[src/ccc_map.svh]
// register map and timing counts of the coulomb count core
// Contract
// - discharge: discharge count per pulse, time counter per tick.
// - charge: charge count per pulse, time counter per tick.
// - time counters 16 bits, wrap past ffff, then set slow bit.
// - time counters step per 0.8789 s, per 225 s when slow.
// - self-discharge hourly at 25 C, doubling per 10 C to 60 C.
// - self-discharge halves per 10 C below 25 C, floor 0 C.
// - offset adds periodic counts to charge or discharge count.
// - regulator disable bit turns the regulator amplifier off.
// - regulator stays on in sleep unless disabled.
// - host commands sleep, counter reset, flash program, flash copy.
// - block program, erase within 1520 us; byte program within 90 us.
// - response starts 190 to 320 us after a read request.
// - any line low is a bit start; host keeps glitches off.
// - clearing a time counter clears its slow bit.
// - one to a clear bit zeroes that counter; bit self-clears.
`ifndef CCC_MAP_SVH
`define CCC_MAP_SVH

`define CCC_CLK_MHZ 20
`define CCC_TIME_TICK_US 878900
`define CCC_TIME_TICK_CYC (`CCC_TIME_TICK_US * `CCC_CLK_MHZ)
`define CCC_SLOW_DIV_MAX 8'hFF
`define CCC_OFF_LSB_US 9760
`define CCC_OFF_LSB_CYC (`CCC_OFF_LSB_US * `CCC_CLK_MHZ)
`define CCC_BLOCK_US 1520
`define CCC_BLOCK_CYC (`CCC_BLOCK_US * `CCC_CLK_MHZ)
`define CCC_BYTE_US 90
`define CCC_BYTE_CYC (`CCC_BYTE_US * `CCC_CLK_MHZ)
`define CCC_RESP_US 200
`define CCC_RESP_CYC (`CCC_RESP_US * `CCC_CLK_MHZ)
`define CCC_SD_WRAP 17'h0_8000

`define CCC_A_CHG 5'h00
`define CCC_A_DIS 5'h01
`define CCC_A_SELF 5'h02
`define CCC_A_CTIME 5'h03
`define CCC_A_DTIME 5'h04
`define CCC_A_MODE 5'h05
`define CCC_A_CLR 5'h06
`define CCC_A_OFFLO 5'h07
`define CCC_A_OFFHI 5'h08
`define CCC_A_CMD 5'h09
`define CCC_A_IRQST 5'h0A
`define CCC_A_IRQMSK 5'h0B

`define CCC_MODE_CSLOW 0
`define CCC_MODE_DSLOW 1
`define CCC_MODE_REGDIS 2
`define CCC_MODE_SLEEP 3

`define CCC_CLR_CHG 0
`define CCC_CLR_DIS 1
`define CCC_CLR_SELF 2
`define CCC_CLR_CTIME 3
`define CCC_CLR_DTIME 4

`define CCC_OFFHI_CHGOFF 4
`define CCC_OFFHI_COMPEN 5

`define CCC_IRQ_ROLLC 0
`define CCC_IRQ_ROLLD 1
`define CCC_IRQ_DONE 2
`define CCC_IRQ_WAKE 3

`define CCC_FLASH_RST 16'hFFFF
`define CCC_LINE_RST 4'h8

`endif

[src/ccc_pkg.sv]
// types of the coulomb count core
package ccc_pkg;

    typedef enum logic [2:0] {
        CMD_NONE = 3'h0,
        CMD_SLEEP = 3'h1,
        CMD_RSTCNT = 3'h2,
        CMD_PROG = 3'h3,
        CMD_LOAD = 3'h4,
        CMD_BYTE = 3'h5,
        CMD_ERASE = 3'h6
    } ccc_cmd_t;

    typedef enum logic [1:0] {
        FL_IDLE = 2'h0,
        FL_BYTE = 2'h1,
        FL_BLOCK = 2'h3,
        FL_ERASE = 2'h2
    } ccc_flash_t;

endpackage : ccc_pkg

[src/ccc_pin_sync.sv]
// three-stage pin synchroniser with agreement filter
`timescale 1ns/1ps
module ccc_pin_sync #(
    parameter int WIDTH = 1,
    parameter logic [WIDTH-1:0] RST_LEVEL = '0
) (
    input wire logic clk, // core clock
    input wire logic rst_b, // async reset
    input wire logic [WIDTH-1:0] pinIn, // raw pins
    output logic [WIDTH-1:0] levelOut // filtered levels
);

    genvar g;
    generate
        for (g = 0; g < WIDTH; g++)
        begin : gBit
            logic [2:0] stage_reg;
            logic lvl_reg;
            always_ff @(posedge clk or negedge rst_b)
            begin
                if (!rst_b)
                    stage_reg <= {3{RST_LEVEL[g]}};
                else
                    stage_reg <= {stage_reg[1:0], pinIn[g]};
            end
            // change taken once second and third stage agree
            always_ff @(posedge clk or negedge rst_b)
            begin
                if (!rst_b)
                    lvl_reg <= RST_LEVEL[g];
                else if (stage_reg[1] == stage_reg[2])
                    lvl_reg <= stage_reg[2];
            end
            assign levelOut[g] = lvl_reg;
        end
    endgenerate

endmodule : ccc_pin_sync

[src/ccc_coulomb_count_core.sv]
// coulomb count core: charge counters, timers, offset, flash commands
//
// The implementer's own choices: the address map and the plain strobed port.
`timescale 1ns/1ps
`include "ccc_map.svh"
module ccc_coulomb_count_core #(
    parameter int unsigned TIME_TICK_CYC = `CCC_TIME_TICK_CYC,
    parameter int unsigned OFF_LSB_CYC = `CCC_OFF_LSB_CYC,
    parameter int unsigned BLOCK_CYC = `CCC_BLOCK_CYC
) (
    input wire logic clk, // core clock
    input wire logic rst_b, // async reset
    input wire logic [4:0] regAddr, // register address
    input wire logic [15:0] regWdata, // write data
    input wire logic regWr, // write strobe
    input wire logic regRd, // read strobe
    output logic [15:0] regRdata, // read data
    input wire logic pulsePin, // converter pulse pin
    input wire logic [1:0] sensePolarity, // 01 charge, 10 discharge
    input wire logic linePin, // line level
    input wire logic hostReadDone, // read request ended
    input wire logic signed [7:0] tempC, // die temperature
    output logic irq, // interrupt
    output logic regulatorOn, // regulator enable
    output logic sleepMode, // low-power state
    output logic linkBitStart, // bit start seen
    output logic linkRespStart // response may start
);

    logic [3:0] syncLvl;
    logic pulsePrev_reg, linePrev_reg;
    logic pulseEdge, lineFall, lineChange, chgAct, dchgAct, awake;
    logic [31:0] tickCnt_reg;
    logic tick;
    logic [4:0] clrPend_reg;
    logic rstCnt_reg;
    logic [4:0] clrVec;
    logic [15:0] chgCnt_reg, disCnt_reg, sdCnt_reg;
    logic [16:0] sdAcc_reg;
    logic [16:0] sdSum;
    logic [15:0] offLo_reg;
    logic [5:0] offHi_reg;
    logic [19:0] offVal, offUnits_reg;
    logic [31:0] offLsb_reg;
    logic offLsbTick, compPulse;
    logic regDis_reg, regulatorOn_reg, sleep_reg;
    logic [1:0] actT, clrT, stepT, rollEv;
    logic [15:0] timeCnt_reg [2];
    logic [7:0] slowPre_reg [2];
    logic slow_reg [2];
    logic [15:0] ram_reg [8];
    logic [15:0] flash_reg [8];
    ccc_pkg::ccc_flash_t flState_reg;
    logic [15:0] busyCnt_reg;
    logic [2:0] byteIdx_reg;
    logic flDone, cmdWr, loadCmd;
    ccc_pkg::ccc_cmd_t cmdCode;
    logic [3:0] irqSt_reg, irqMask_reg, irqEv;
    logic irq_reg;
    logic [11:0] respCnt_reg;
    logic respStart_reg, bitStart_reg;
    logic [15:0] readMux, regRdata_reg;

    ccc_pin_sync #(
        .WIDTH(4),
        .RST_LEVEL(`CCC_LINE_RST)
    ) u_sync (
        .clk,
        .rst_b,
        .pinIn({linePin, sensePolarity, pulsePin}),
        .levelOut(syncLvl)
    );

    always_ff @(posedge clk or negedge rst_b)
    begin
        if (!rst_b)
        begin
            pulsePrev_reg <= 1'b0;
            linePrev_reg <= 1'b1;
        end
        else
        begin
            pulsePrev_reg <= syncLvl[0];
            linePrev_reg <= syncLvl[3];
        end
    end

    assign pulseEdge = syncLvl[0] & ~pulsePrev_reg;
    assign lineFall = linePrev_reg & ~syncLvl[3];
    assign lineChange = linePrev_reg ^ syncLvl[3];
    assign chgAct = (syncLvl[2:1] == 2'b01);
    assign dchgAct = (syncLvl[2:1] == 2'b10);
    assign awake = ~sleep_reg;

    // base tick, one per 0.8789 s
    assign tick = (tickCnt_reg == 32'(TIME_TICK_CYC - 1));
    always_ff @(posedge clk or negedge rst_b)
    begin
        if (!rst_b)
            tickCnt_reg <= 32'h0000_0000;
        else if (tick)
            tickCnt_reg <= 32'h0000_0000;
        else
            tickCnt_reg <= tickCnt_reg + 32'h0000_0001;
    end

    // clear bits live one cycle, then drop back
    always_ff @(posedge clk or negedge rst_b)
    begin
        if (!rst_b)
            clrPend_reg <= 5'h00;
        else if (regWr && regAddr == `CCC_A_CLR)
            clrPend_reg <= regWdata[4:0];
        else
            clrPend_reg <= 5'h00;
    end
    assign clrVec = clrPend_reg | {5{rstCnt_reg}};

    // time counters, index 0 charge, 1 discharge
    assign actT = {dchgAct, chgAct} & {2{awake}};
    assign clrT = {clrVec[`CCC_CLR_DTIME], clrVec[`CCC_CLR_CTIME]};
    genvar t;
    generate
        for (t = 0; t < 2; t++)
        begin : gTime
            assign stepT[t] = tick & actT[t] & (~slow_reg[t] |
                (slowPre_reg[t] == `CCC_SLOW_DIV_MAX));
            assign rollEv[t] = stepT[t] & (timeCnt_reg[t] == 16'hFFFF);
            always_ff @(posedge clk or negedge rst_b)
            begin
                if (!rst_b)
                    timeCnt_reg[t] <= 16'h0000;
                else if (clrT[t])
                    timeCnt_reg[t] <= 16'h0000;
                else if (stepT[t])
                    timeCnt_reg[t] <= timeCnt_reg[t] + 16'h0001;
            end
            always_ff @(posedge clk or negedge rst_b)
            begin
                if (!rst_b)
                    slow_reg[t] <= 1'b0;
                else if (clrT[t])
                    slow_reg[t] <= 1'b0;
                else if (rollEv[t])
                    slow_reg[t] <= 1'b1;
            end
            // divides ticks by 256 while slow
            always_ff @(posedge clk or negedge rst_b)
            begin
                if (!rst_b)
                    slowPre_reg[t] <= 8'h00;
                else if (clrT[t])
                    slowPre_reg[t] <= 8'h00;
                else if (tick && actT[t] && slow_reg[t])
                    slowPre_reg[t] <= slowPre_reg[t] + 8'h01;
            end
        end
    endgenerate

    // offset compensation period in 9.76 ms units
    assign offVal = {offHi_reg[3:0], offLo_reg};
    assign offLsbTick = (offLsb_reg == 32'(OFF_LSB_CYC - 1));
    assign compPulse = offLsbTick && (offUnits_reg == offVal - 20'h0_0001);
    always_ff @(posedge clk or negedge rst_b)
    begin
        if (!rst_b)
        begin
            offLsb_reg <= 32'h0000_0000;
            offUnits_reg <= 20'h0_0000;
        end
        else if (!offHi_reg[`CCC_OFFHI_COMPEN] || offVal == 20'h0_0000 || !awake)
        begin
            offLsb_reg <= 32'h0000_0000;
            offUnits_reg <= 20'h0_0000;
        end
        else if (offLsbTick)
        begin
            offLsb_reg <= 32'h0000_0000;
            offUnits_reg <= compPulse ? 20'h0_0000 : offUnits_reg + 20'h0_0001;
        end
        else
            offLsb_reg <= offLsb_reg + 32'h0000_0001;
    end

    // charge and discharge count registers
    always_ff @(posedge clk or negedge rst_b)
    begin
        if (!rst_b)
            chgCnt_reg <= 16'h0000;
        else if (clrVec[`CCC_CLR_CHG])
            chgCnt_reg <= 16'h0000;
        else if (chgAct && awake)
            chgCnt_reg <= chgCnt_reg + 16'({1'b0, pulseEdge} + {1'b0, compPulse &
                ~offHi_reg[`CCC_OFFHI_CHGOFF]});
    end
    always_ff @(posedge clk or negedge rst_b)
    begin
        if (!rst_b)
            disCnt_reg <= 16'h0000;
        else if (clrVec[`CCC_CLR_DIS])
            disCnt_reg <= 16'h0000;
        else if (dchgAct && awake)
            disCnt_reg <= disCnt_reg + 16'({1'b0, pulseEdge} + {1'b0, compPulse &
                offHi_reg[`CCC_OFFHI_CHGOFF]});
    end

    // ticks weighted by temperature band, 8 at 25 C, 4096 ticks per hour
    function automatic logic [6:0] sdWeight(input logic signed [7:0] tc);
        if (tc >= 8'sh37)
            sdWeight = 7'h40;
        else if (tc >= 8'sh2D)
            sdWeight = 7'h20;
        else if (tc >= 8'sh23)
            sdWeight = 7'h10;
        else if (tc >= 8'sh19)
            sdWeight = 7'h08;
        else if (tc >= 8'sh0F)
            sdWeight = 7'h04;
        else if (tc >= 8'sh05)
            sdWeight = 7'h02;
        else
            sdWeight = 7'h01;
    endfunction : sdWeight

    assign sdSum = sdAcc_reg + 17'(sdWeight(tempC));
    always_ff @(posedge clk or negedge rst_b)
    begin
        if (!rst_b)
        begin
            sdAcc_reg <= 17'h0_0000;
            sdCnt_reg <= 16'h0000;
        end
        else if (clrVec[`CCC_CLR_SELF])
        begin
            sdAcc_reg <= 17'h0_0000;
            sdCnt_reg <= 16'h0000;
        end
        else if (tick && sdSum >= `CCC_SD_WRAP)
        begin
            sdAcc_reg <= sdSum - `CCC_SD_WRAP;
            sdCnt_reg <= sdCnt_reg + 16'h0001;
        end
        else if (tick)
            sdAcc_reg <= sdSum;
    end

    // control registers
    always_ff @(posedge clk or negedge rst_b)
    begin
        if (!rst_b)
        begin
            regDis_reg <= 1'b0;
            offLo_reg <= 16'h0000;
            offHi_reg <= 6'h00;
            irqMask_reg <= 4'h0;
        end
        else if (regWr)
        begin
            if (regAddr == `CCC_A_MODE)
                regDis_reg <= regWdata[`CCC_MODE_REGDIS];
            if (regAddr == `CCC_A_OFFLO)
                offLo_reg <= regWdata;
            if (regAddr == `CCC_A_OFFHI)
                offHi_reg <= regWdata[5:0];
            if (regAddr == `CCC_A_IRQMSK)
                irqMask_reg <= regWdata[3:0];
        end
    end
    always_ff @(posedge clk or negedge rst_b)
    begin
        if (!rst_b)
            regulatorOn_reg <= 1'b1;
        else
            regulatorOn_reg <= ~regDis_reg;
    end

    // command decode, refused while flash busy
    assign cmdCode = ccc_pkg::ccc_cmd_t'(regWdata[2:0]);
    assign cmdWr = regWr && regAddr == `CCC_A_CMD && flState_reg == ccc_pkg::FL_IDLE;
    assign loadCmd = cmdWr && cmdCode == ccc_pkg::CMD_LOAD;
    assign flDone = flState_reg != ccc_pkg::FL_IDLE && busyCnt_reg == 16'h0000;

    always_ff @(posedge clk or negedge rst_b)
    begin
        if (!rst_b)
            rstCnt_reg <= 1'b0;
        else
            rstCnt_reg <= cmdWr && cmdCode == ccc_pkg::CMD_RSTCNT;
    end

    always_ff @(posedge clk or negedge rst_b)
    begin
        if (!rst_b)
            sleep_reg <= 1'b0;
        else if (cmdWr && cmdCode == ccc_pkg::CMD_SLEEP)
            sleep_reg <= 1'b1;
        else if (lineChange)
            sleep_reg <= 1'b0;
    end

    always_ff @(posedge clk or negedge rst_b)
    begin
        if (!rst_b)
        begin
            flState_reg <= ccc_pkg::FL_IDLE;
            busyCnt_reg <= 16'h0000;
            byteIdx_reg <= 3'h0;
        end
        else
        begin
            unique case (flState_reg)
                ccc_pkg::FL_IDLE:
                begin
                    if (cmdWr && cmdCode == ccc_pkg::CMD_PROG)
                    begin
                        flState_reg <= ccc_pkg::FL_BLOCK;
                        busyCnt_reg <= 16'(BLOCK_CYC - 1);
                    end
                    else if (cmdWr && cmdCode == ccc_pkg::CMD_ERASE)
                    begin
                        flState_reg <= ccc_pkg::FL_ERASE;
                        busyCnt_reg <= 16'(BLOCK_CYC - 1);
                    end
                    else if (cmdWr && cmdCode == ccc_pkg::CMD_BYTE)
                    begin
                        flState_reg <= ccc_pkg::FL_BYTE;
                        busyCnt_reg <= 16'(`CCC_BYTE_CYC - 1);
                        byteIdx_reg <= regWdata[10:8];
                    end
                end
                ccc_pkg::FL_BYTE, ccc_pkg::FL_BLOCK, ccc_pkg::FL_ERASE:
                begin
                    if (flDone)
                        flState_reg <= ccc_pkg::FL_IDLE;
                    else
                        busyCnt_reg <= busyCnt_reg - 16'h0001;
                end
            endcase
        end
    end

    genvar m;
    generate
        for (m = 0; m < 8; m++)
        begin : gMem
            always_ff @(posedge clk or negedge rst_b)
            begin
                if (!rst_b)
                    ram_reg[m] <= 16'h0000;
                else if (loadCmd)
                    ram_reg[m] <= flash_reg[m];
                else if (regWr && regAddr == {2'b10, 3'(m)})
                    ram_reg[m] <= regWdata;
            end
            always_ff @(posedge clk or negedge rst_b)
            begin
                if (!rst_b)
                    flash_reg[m] <= `CCC_FLASH_RST;
                else if (flDone && flState_reg == ccc_pkg::FL_ERASE)
                    flash_reg[m] <= `CCC_FLASH_RST;
                else if (flDone && (flState_reg == ccc_pkg::FL_BLOCK ||
                    byteIdx_reg == 3'(m)))
                    flash_reg[m] <= ram_reg[m];
            end
        end
    endgenerate

    // line bit start and delayed response start
    always_ff @(posedge clk or negedge rst_b)
    begin
        if (!rst_b)
            respCnt_reg <= 12'h000;
        else if (hostReadDone)
            respCnt_reg <= 12'(`CCC_RESP_CYC);
        else if (respCnt_reg != 12'h000)
            respCnt_reg <= respCnt_reg - 12'h001;
    end
    always_ff @(posedge clk or negedge rst_b)
    begin
        if (!rst_b)
        begin
            respStart_reg <= 1'b0;
            bitStart_reg <= 1'b0;
        end
        else
        begin
            respStart_reg <= respCnt_reg == 12'h001 && !hostReadDone;
            bitStart_reg <= lineFall;
        end
    end

    // sticky status, set wins over write-one clear
    assign irqEv[`CCC_IRQ_ROLLC] = rollEv[0];
    assign irqEv[`CCC_IRQ_ROLLD] = rollEv[1];
    assign irqEv[`CCC_IRQ_DONE] = flDone;
    assign irqEv[`CCC_IRQ_WAKE] = sleep_reg & lineChange;
    always_ff @(posedge clk or negedge rst_b)
    begin
        if (!rst_b)
            irqSt_reg <= 4'h0;
        else if (regWr && regAddr == `CCC_A_IRQST)
            irqSt_reg <= (irqSt_reg & ~regWdata[3:0]) | irqEv;
        else
            irqSt_reg <= irqSt_reg | irqEv;
    end
    always_ff @(posedge clk or negedge rst_b)
    begin
        if (!rst_b)
            irq_reg <= 1'b0;
        else
            irq_reg <= |(irqSt_reg & irqMask_reg);
    end

    always_comb
    begin
        readMux = 16'h0000;
        if (regAddr[4])
            readMux = regAddr[3] ? flash_reg[regAddr[2:0]] : ram_reg[regAddr[2:0]];
        else
        begin
            case (regAddr)
                `CCC_A_CHG: readMux = chgCnt_reg;
                `CCC_A_DIS: readMux = disCnt_reg;
                `CCC_A_SELF: readMux = sdCnt_reg;
                `CCC_A_CTIME: readMux = timeCnt_reg[0];
                `CCC_A_DTIME: readMux = timeCnt_reg[1];
                `CCC_A_MODE:
                begin
                    readMux[`CCC_MODE_CSLOW] = slow_reg[0];
                    readMux[`CCC_MODE_DSLOW] = slow_reg[1];
                    readMux[`CCC_MODE_REGDIS] = regDis_reg;
                    readMux[`CCC_MODE_SLEEP] = sleep_reg;
                end
                `CCC_A_CLR: readMux = {11'h000, clrPend_reg};
                `CCC_A_OFFLO: readMux = offLo_reg;
                `CCC_A_OFFHI: readMux = {10'h000, offHi_reg};
                `CCC_A_CMD: readMux = {15'h0000, flState_reg != ccc_pkg::FL_IDLE};
                `CCC_A_IRQST: readMux = {12'h000, irqSt_reg};
                `CCC_A_IRQMSK: readMux = {12'h000, irqMask_reg};
                default: readMux = 16'h0000;
            endcase
        end
    end

    always_ff @(posedge clk or negedge rst_b)
    begin
        if (!rst_b)
            regRdata_reg <= 16'h0000;
        else
            regRdata_reg <= regRd ? readMux : 16'h0000;
    end

    assign regRdata = regRdata_reg;
    assign irq = irq_reg;
    assign regulatorOn = regulatorOn_reg;
    assign sleepMode = sleep_reg;
    assign linkBitStart = bitStart_reg;
    assign linkRespStart = respStart_reg;

endmodule : ccc_coulomb_count_core

[config.mk]
export PLATFORM = sky130hd
export DESIGN_NAME = ccc_coulomb_count_core
export DESIGN_NICKNAME = d
export VERILOG_FILES = /design/src/ccc_pkg.sv /design/src/ccc_pin_sync.sv /design/src/ccc_coulomb_count_core.sv
export VERILOG_INCLUDE_DIRS = /design/src
export SDC_FILE = /design/constraint.sdc
export NUM_CORES = 1
export LEC_CHECK = 0
export BUFFER_PORTS_ARGS = -buffer_cell sky130_fd_sc_hd__buf_2
export CORE_UTILIZATION = 48
export CTS_BUF_LIST = sky130_fd_sc_hd__clkbuf_8 sky130_fd_sc_hd__clkbuf_16
export DETAILED_ROUTE_END_ITERATION = 7
export PLACE_DENSITY = 0.65
export SYNTH_ARGS = -nofsm -noshare
export SYNTH_HDL_FRONTEND = slang
export SYNTH_SLANG_ARGS = --single-unit
[constraint.sdc]
create_clock -name clk -period 4.5 [get_ports clk]
set_input_delay 1.35 -clock clk [delete_from_list [all_inputs] [get_ports clk]]
set_output_delay 1.35 -clock clk [all_outputs]
set_load 0.005 [all_outputs]
# After elaboration in Yosys (flattened, before gate mapping)
# Index checks and enable logic that the tools add are counted.
# classes
add_sub_neg,17
mul,0
div_mod_pow,0
n_lt_le_gt_ge,8
eq_ne,52
shifts,0
mux,92
bitwise_logic,31
reduce_logical,94
# ops
op,count
16-bit two-way mux,53
16-bit binary-select mux with 3-bit select,2
32-bit two-way mux,3
12-bit one-hot mux with 8 select lines,1
"32-bit by 1-bit adder with 32-bit output, second input constant",2
20-bit two-way mux,3
2-bit nonzero test,29
17-bit two-way mux,3
"16-bit by 1-bit adder with 16-bit output, second input constant",3
4-bit one-hot mux with 12 select lines,1
"5-bit == test, second input constant",8
1-bit logical AND,37
16-bit by 2-bit adder with 16-bit output,2
"16-bit == test, second input constant",2
"32-bit by 18-bit == test with 1-bit output, second input constant",1
"32-bit by 25-bit == test with 1-bit output, second input constant",1
8-bit two-way mux,4
16-bit one-hot mux with 2 select lines,1
"8-bit by 7-bit >= comparator with 1-bit output, second input constant",3
12-bit two-way mux,2
"3-bit == test, second input constant",7
"20-bit by 1-bit adder with 20-bit output, second input constant",1
20-bit == test,1
"5-bit by 3-bit == test with 1-bit output, second input constant",4
other kinds (54),120
# word_totals
reg_bits,564
latch_bits,0
mem_bits_rw,0
rom_bits,0
inputBits,38
output_inout_bits,21
elab_cells,350
n_memories,0

# Logic depth before layout (Yosys ltp)
# depth
word_depth,12
mapped_depth,18
mapped_depth_nobuf,17

# By module
# From an unflattened synthesis, not the netlist that was laid out.
# hier_totals
hier_cells,2817
hier_area_um2,29394.4
# by_module_without_submodules
module,instances,cells_per_inst,area_per_inst_um2
ccc_coulomb_count_core,1,2793,28914.0
ccc_pin_sync,1,24,480.5

# Worst setup path after synthesis
# No wires, ideal clock.
# synth_timing
path_type,input port to flip-flop
start,input port tempC[0]
end,register sdCnt_reg[10]
setup_time_ns,0.078
arrival_ns,4.656
required_ns,4.422
setup_slack_ns,-0.234
cell_stages,15
n_path_buf,2
cell_sequence,nor2_1 > nor2_1 > o21ai_0 > nor4b_1 > ha_1 > buf_6 > a21o_1 > o21bai_4 > a211o_1 > and3b_1 > mux2_4 > o41a_1 > buf_6 > or4_1 > a21oi_1
# synth_between
elab_chain_len,11
# synth_rtl
element,line_no,rtl
"start, declared",ccc_coulomb_count_core.sv:22,"input wire logic signed [7:0] tempC,"
8-bit by 4-bit >= comparator with 1-bit output,ccc_coulomb_count_core.sv:219,else if (tc >= 8'sh05)
2-bit two-way mux,ccc_coulomb_count_core.sv:219,
3-bit two-way mux,ccc_coulomb_count_core.sv:217,else if (tc >= 8'sh0F)
4-bit two-way mux,ccc_coulomb_count_core.sv:215,else if (tc >= 8'sh19)
5-bit two-way mux,ccc_coulomb_count_core.sv:213,else if (tc >= 8'sh23)
7-bit two-way mux,ccc_coulomb_count_core.sv:211,else if (tc >= 8'sh2D)
7-bit two-way mux *,ccc_coulomb_count_core.sv:209,if (tc >= 8'sh37)
17-bit by 7-bit adder with 17-bit output *,ccc_coulomb_count_core.sv:225,assign sdSum = sdAcc_reg + 17'(sdWeight(tempC));
17-bit by 16-bit >= comparator with 1-bit output (no line) *,-,
1-bit logical AND (no line) *,-,
2-bit nonzero test (no line) *,-,
"end signal, assigned",ccc_coulomb_count_core.sv:241,sdCnt_reg <= sdCnt_reg + 16'h0001;
"end, declared",ccc_coulomb_count_core.sv:38,"logic [15:0] chgCnt_reg, disCnt_reg, sdCnt_reg;"
# Mark *: on every way between the ends. The rest lies on a longest branch, timed or not.
# A chain may end at the register's enable or synchronous reset.

# Final worst setup path
# layout_timing
start,input port tempC[1]
end,register sdCnt_reg[15]
# The elaborated chain is that of the path after synthesis.

==> flow_summary.yaml <==
power:
  power_switching_share_pct: 27.0
  intPower_uw: 9260
  power_frac_comb_pct: 12.5
  power_density_mw_per_mm2: 383
  pwr-share-seq_pct: 45.9
  power.leakage_uw: 0.0140
  ir_drop_mv: 0.327
  p_sw_uw: 3430
  clockPowerShare_pct: 41.6
synthesis:
  netlist.top_cell.by_area: "dfrtp_1"
  synth_xor_area_share_pct: 4.75
  netlist_top_cells_count: "430 x dfrtp_1, 357 x nand2_1, 213 x nor2_1"
  ys.warnings.count: 0
  synthTopCellsByArea: "dfrtp_1 37%, dfstp_2 12%, mux4_2 6.0%"
  ys_seq_elements: 564
  synth_top_flop_cell: "dfrtp_1"
  ys_types: 79
  yosysSeqAreaShare_pct: 49.0
  syn_nets: 2855
  ys_async_sr_fraction_pct: 100
  synth_compound_area_share_pct: 12.7
  avgSynthCellArea_um2: 10.4
  synth_area_mm2: 0.0291
  synth-edff-count: 0
  synth_most_common_cell: "dfrtp_1"
  syn_inst: 2790
  synth.area.mux_share_pct: 12.9
  synth_fa_ha_area_share_pct: 1.41
  synth_top_family_by_area: "simple AND/OR/NAND/NOR gates"
  synth_top_area_share_pct: 36.9
  synthSimpleGateAreaFrac_pct: 16.4
clocking:
  cts_tree: "yes"
  clock_sinks: 564
  htreeDepth: 2
  root_buffer: "clkbuf_16"
  cts_buffer_depth: 3
  numCtsBuffers: 61
  clk_latency_ps: 660
  cts.reportedPaths.clkPinSlew_ps: 60
  postCtsHoldBufs: 0
sta:
  fin_crit_sh_pct: 94.9
  worst_pin_slew_ps: 1130
  finalSetupViolCount: 0
  finalCriticalPeriod_ps: 4270
  rsz0062_at_grt: "no"
  hold_viol: 0
  fin_tns_setup_ps: 0
  slew_headroom_pct: 24.9
  skew_ps: 32.1
  slew_violations: 0
  timing.fmax_mhz: 234
  setup_ws_ps: 231
floorplan:
  chipWidth_um: 248
  die_h_um: 248
  start_util_pct: 49.0
  fp.coreArea_mm2: 0.0595
  io_pins: 59
  die_area_mm2: 0.0617
  row_count: 89
global_route:
  antenna_found_initial: 4
  gr-total-overflow: 0
  track_usage_pct: 26.7
  grt_pass1_wl_um: 128000
  grt_pass1_vias: 22700
  grt_max_degree: 109
status:
  status: "completed"
final_layout:
  final_util_pct: 55.7
  drive_gt1_share_pct: 20.3
  nets: 2936
  area_delta_synth_final_pct: 13.7
routing:
  ant_nets: 0
  first_pass_iters: 5
  drt_iter0_drc: 1793
  drt_wl_total_um: 80900
  post_drt_wl_per_cell_um: 21.9
  drc: 0
  via_count: 22800
  post_drt_via_cell_ratio: 6.16
worst_setup_path:
  crit_arrival_ps: 4840
  path_class: "in2reg"
  cp-start-kind: "input pin"
  cp_max_fo: 30
  end_kind: "flop"
  ff2ff_path_depth: 15
  worstPathRequired_ps: 5070
min_path:
  hold_depth: 0
  hold_path.class: "reg2reg"
flow_run:
  cap_viol_max_count: 0
placement:
  pre_cts_ws_ps: -482
  dp_hpwl_um: 54800
  gp_congestion: 0.895
  io_buffer_count: 58
==> final cells by class <==
class                           count  area, um^2
Antenna cell                        2        5.00
Clock buffer                       73        1690
Clock inverter                     43         438
Fill cell                        5144       26300
Inverter                           38         143
Multi-Input combinational cell   2012       14100
Sequential cell                   564       14300
Tap cell                          773         967
Timing Repair Buffer              194        1490
==> final timing paths <==
kind | start | to | slack [ps]
worst min register to register | u_sync.gBit[2].stage_reg[0] | u_sync.gBit[2].stage_reg[1] | 350
worst min-delay path | u_sync.gBit[2].stage_reg[0] | u_sync.gBit[2].stage_reg[1] | 350
max in group asynchronous | rst_b | busyCnt_reg[4] | 2690
min in group asynchronous | rst_b | offUnits_reg[8] | 810
worst max register to register | offLo_reg[1] | chgCnt_reg[13] | 260
worst max-delay path | tempC[1] | sdCnt_reg[15] | 230
==> power groups by stage <==
stage | clock [uW] | sequential (uW) | combinational [uW]
global route | 5600 | 5880 | 1750
CTS | 5370 | 5820 | 1580
floorplan | 0 | 5760 | 1020
finish | 5280 | 5830 | 1580
detailed placement | 0 | 5900 | 1570
global placement | 0 | 5870 | 1530
==> stage by stage <==
step	cell area, um^2	total power, uW	instances	hold WS (ps)
finish	33100	12700	3699	351
global route	33100	13200	3697	359
CTS	33100	12800	3695	353
detailed placement	31000	7470	3579	341
global placement	31000	7390	3579	341
floorplan	29200	6790	2790	331
==> logic make-up after synthesis <==
kind of cell / after synthesis
DFF: 564
and+or+nand+nor: 993
buffers and inverters: 214
adders and majority gates: 32
muxes: 274
xor gates and xnor gates: 158
AOI/OAI and AO/OA: 555
==> layout by cell type, fill, tap and decap left out, types with 15 or more instances in the layout <==
master | Yosys | routed
dfstp_2 | 134 | 134
xnor2_1 | 68 | 68
nand3_1 | 93 | 93
or4_1 | 24 | 24
mux2_2 | 31 | 31
o21ai_0 | 194 | 191
mux2i_1 | 165 | 165
and3_1 | 39 | 38
or3_1 | 34 | 34
nor2_1 | 213 | 208
a21oi_1 | 75 | 74
o31ai_1 | 20 | 20
inv_1 | 38 | 49
nand2_1 | 357 | 357
or2_2 | 18 | 18
mux4_2 | 77 | 77
ha_1 | 24 | 23
nor3_1 | 60 | 54
buf_2 | 7 | 56
clkinv_2 | 0 | 18
xor2_1 | 90 | 90
a22oi_1 | 44 | 44
o22a_1 | 96 | 96
a31oi_1 | 21 | 21
nand4_1 | 37 | 37
buf_4 | 0 | 124
dfrtp_1 | 430 | 430
nand2b_1 | 15 | 15
nor4_1 | 30 | 28
clkbuf_16 | 0 | 61
==> worst max-delay path, cell delays in order <==
cell and delay [ps]:
buf_2 140, nand2_1 90, nand2_1 60, o21ai_0 100
buf_4 150, nor4b_2 270, ha_1 310, a21o_1 180
o21bai_4 190, a211o_1 300, and3b_1 200, mux2_4 300
o41a_1 360, buf_12 180, or4_1 500, a21oi_1 150
==> per-layer routing <==
| metal | wire length (um) | track usage [%] | up-vias |
|---|---|---|---|
| li1 | - | - | 10300 |
| met1 | 34500 | 36.0 | 11600 |
| met2 | 38000 | 43.1 | 699 |
| met3 | 5550 | 5.12 | 166 |
| met4 | 2800 | 9.49 | 2 |
| met5 | 14 | 0 | - |
==> timing repair <==
item,CTS,global route
buffers inserted,0,2
gates resized for setup,0,4
setup endpoints to repair,0,9
No activity file was read; power rests on OpenSTA's default activity.
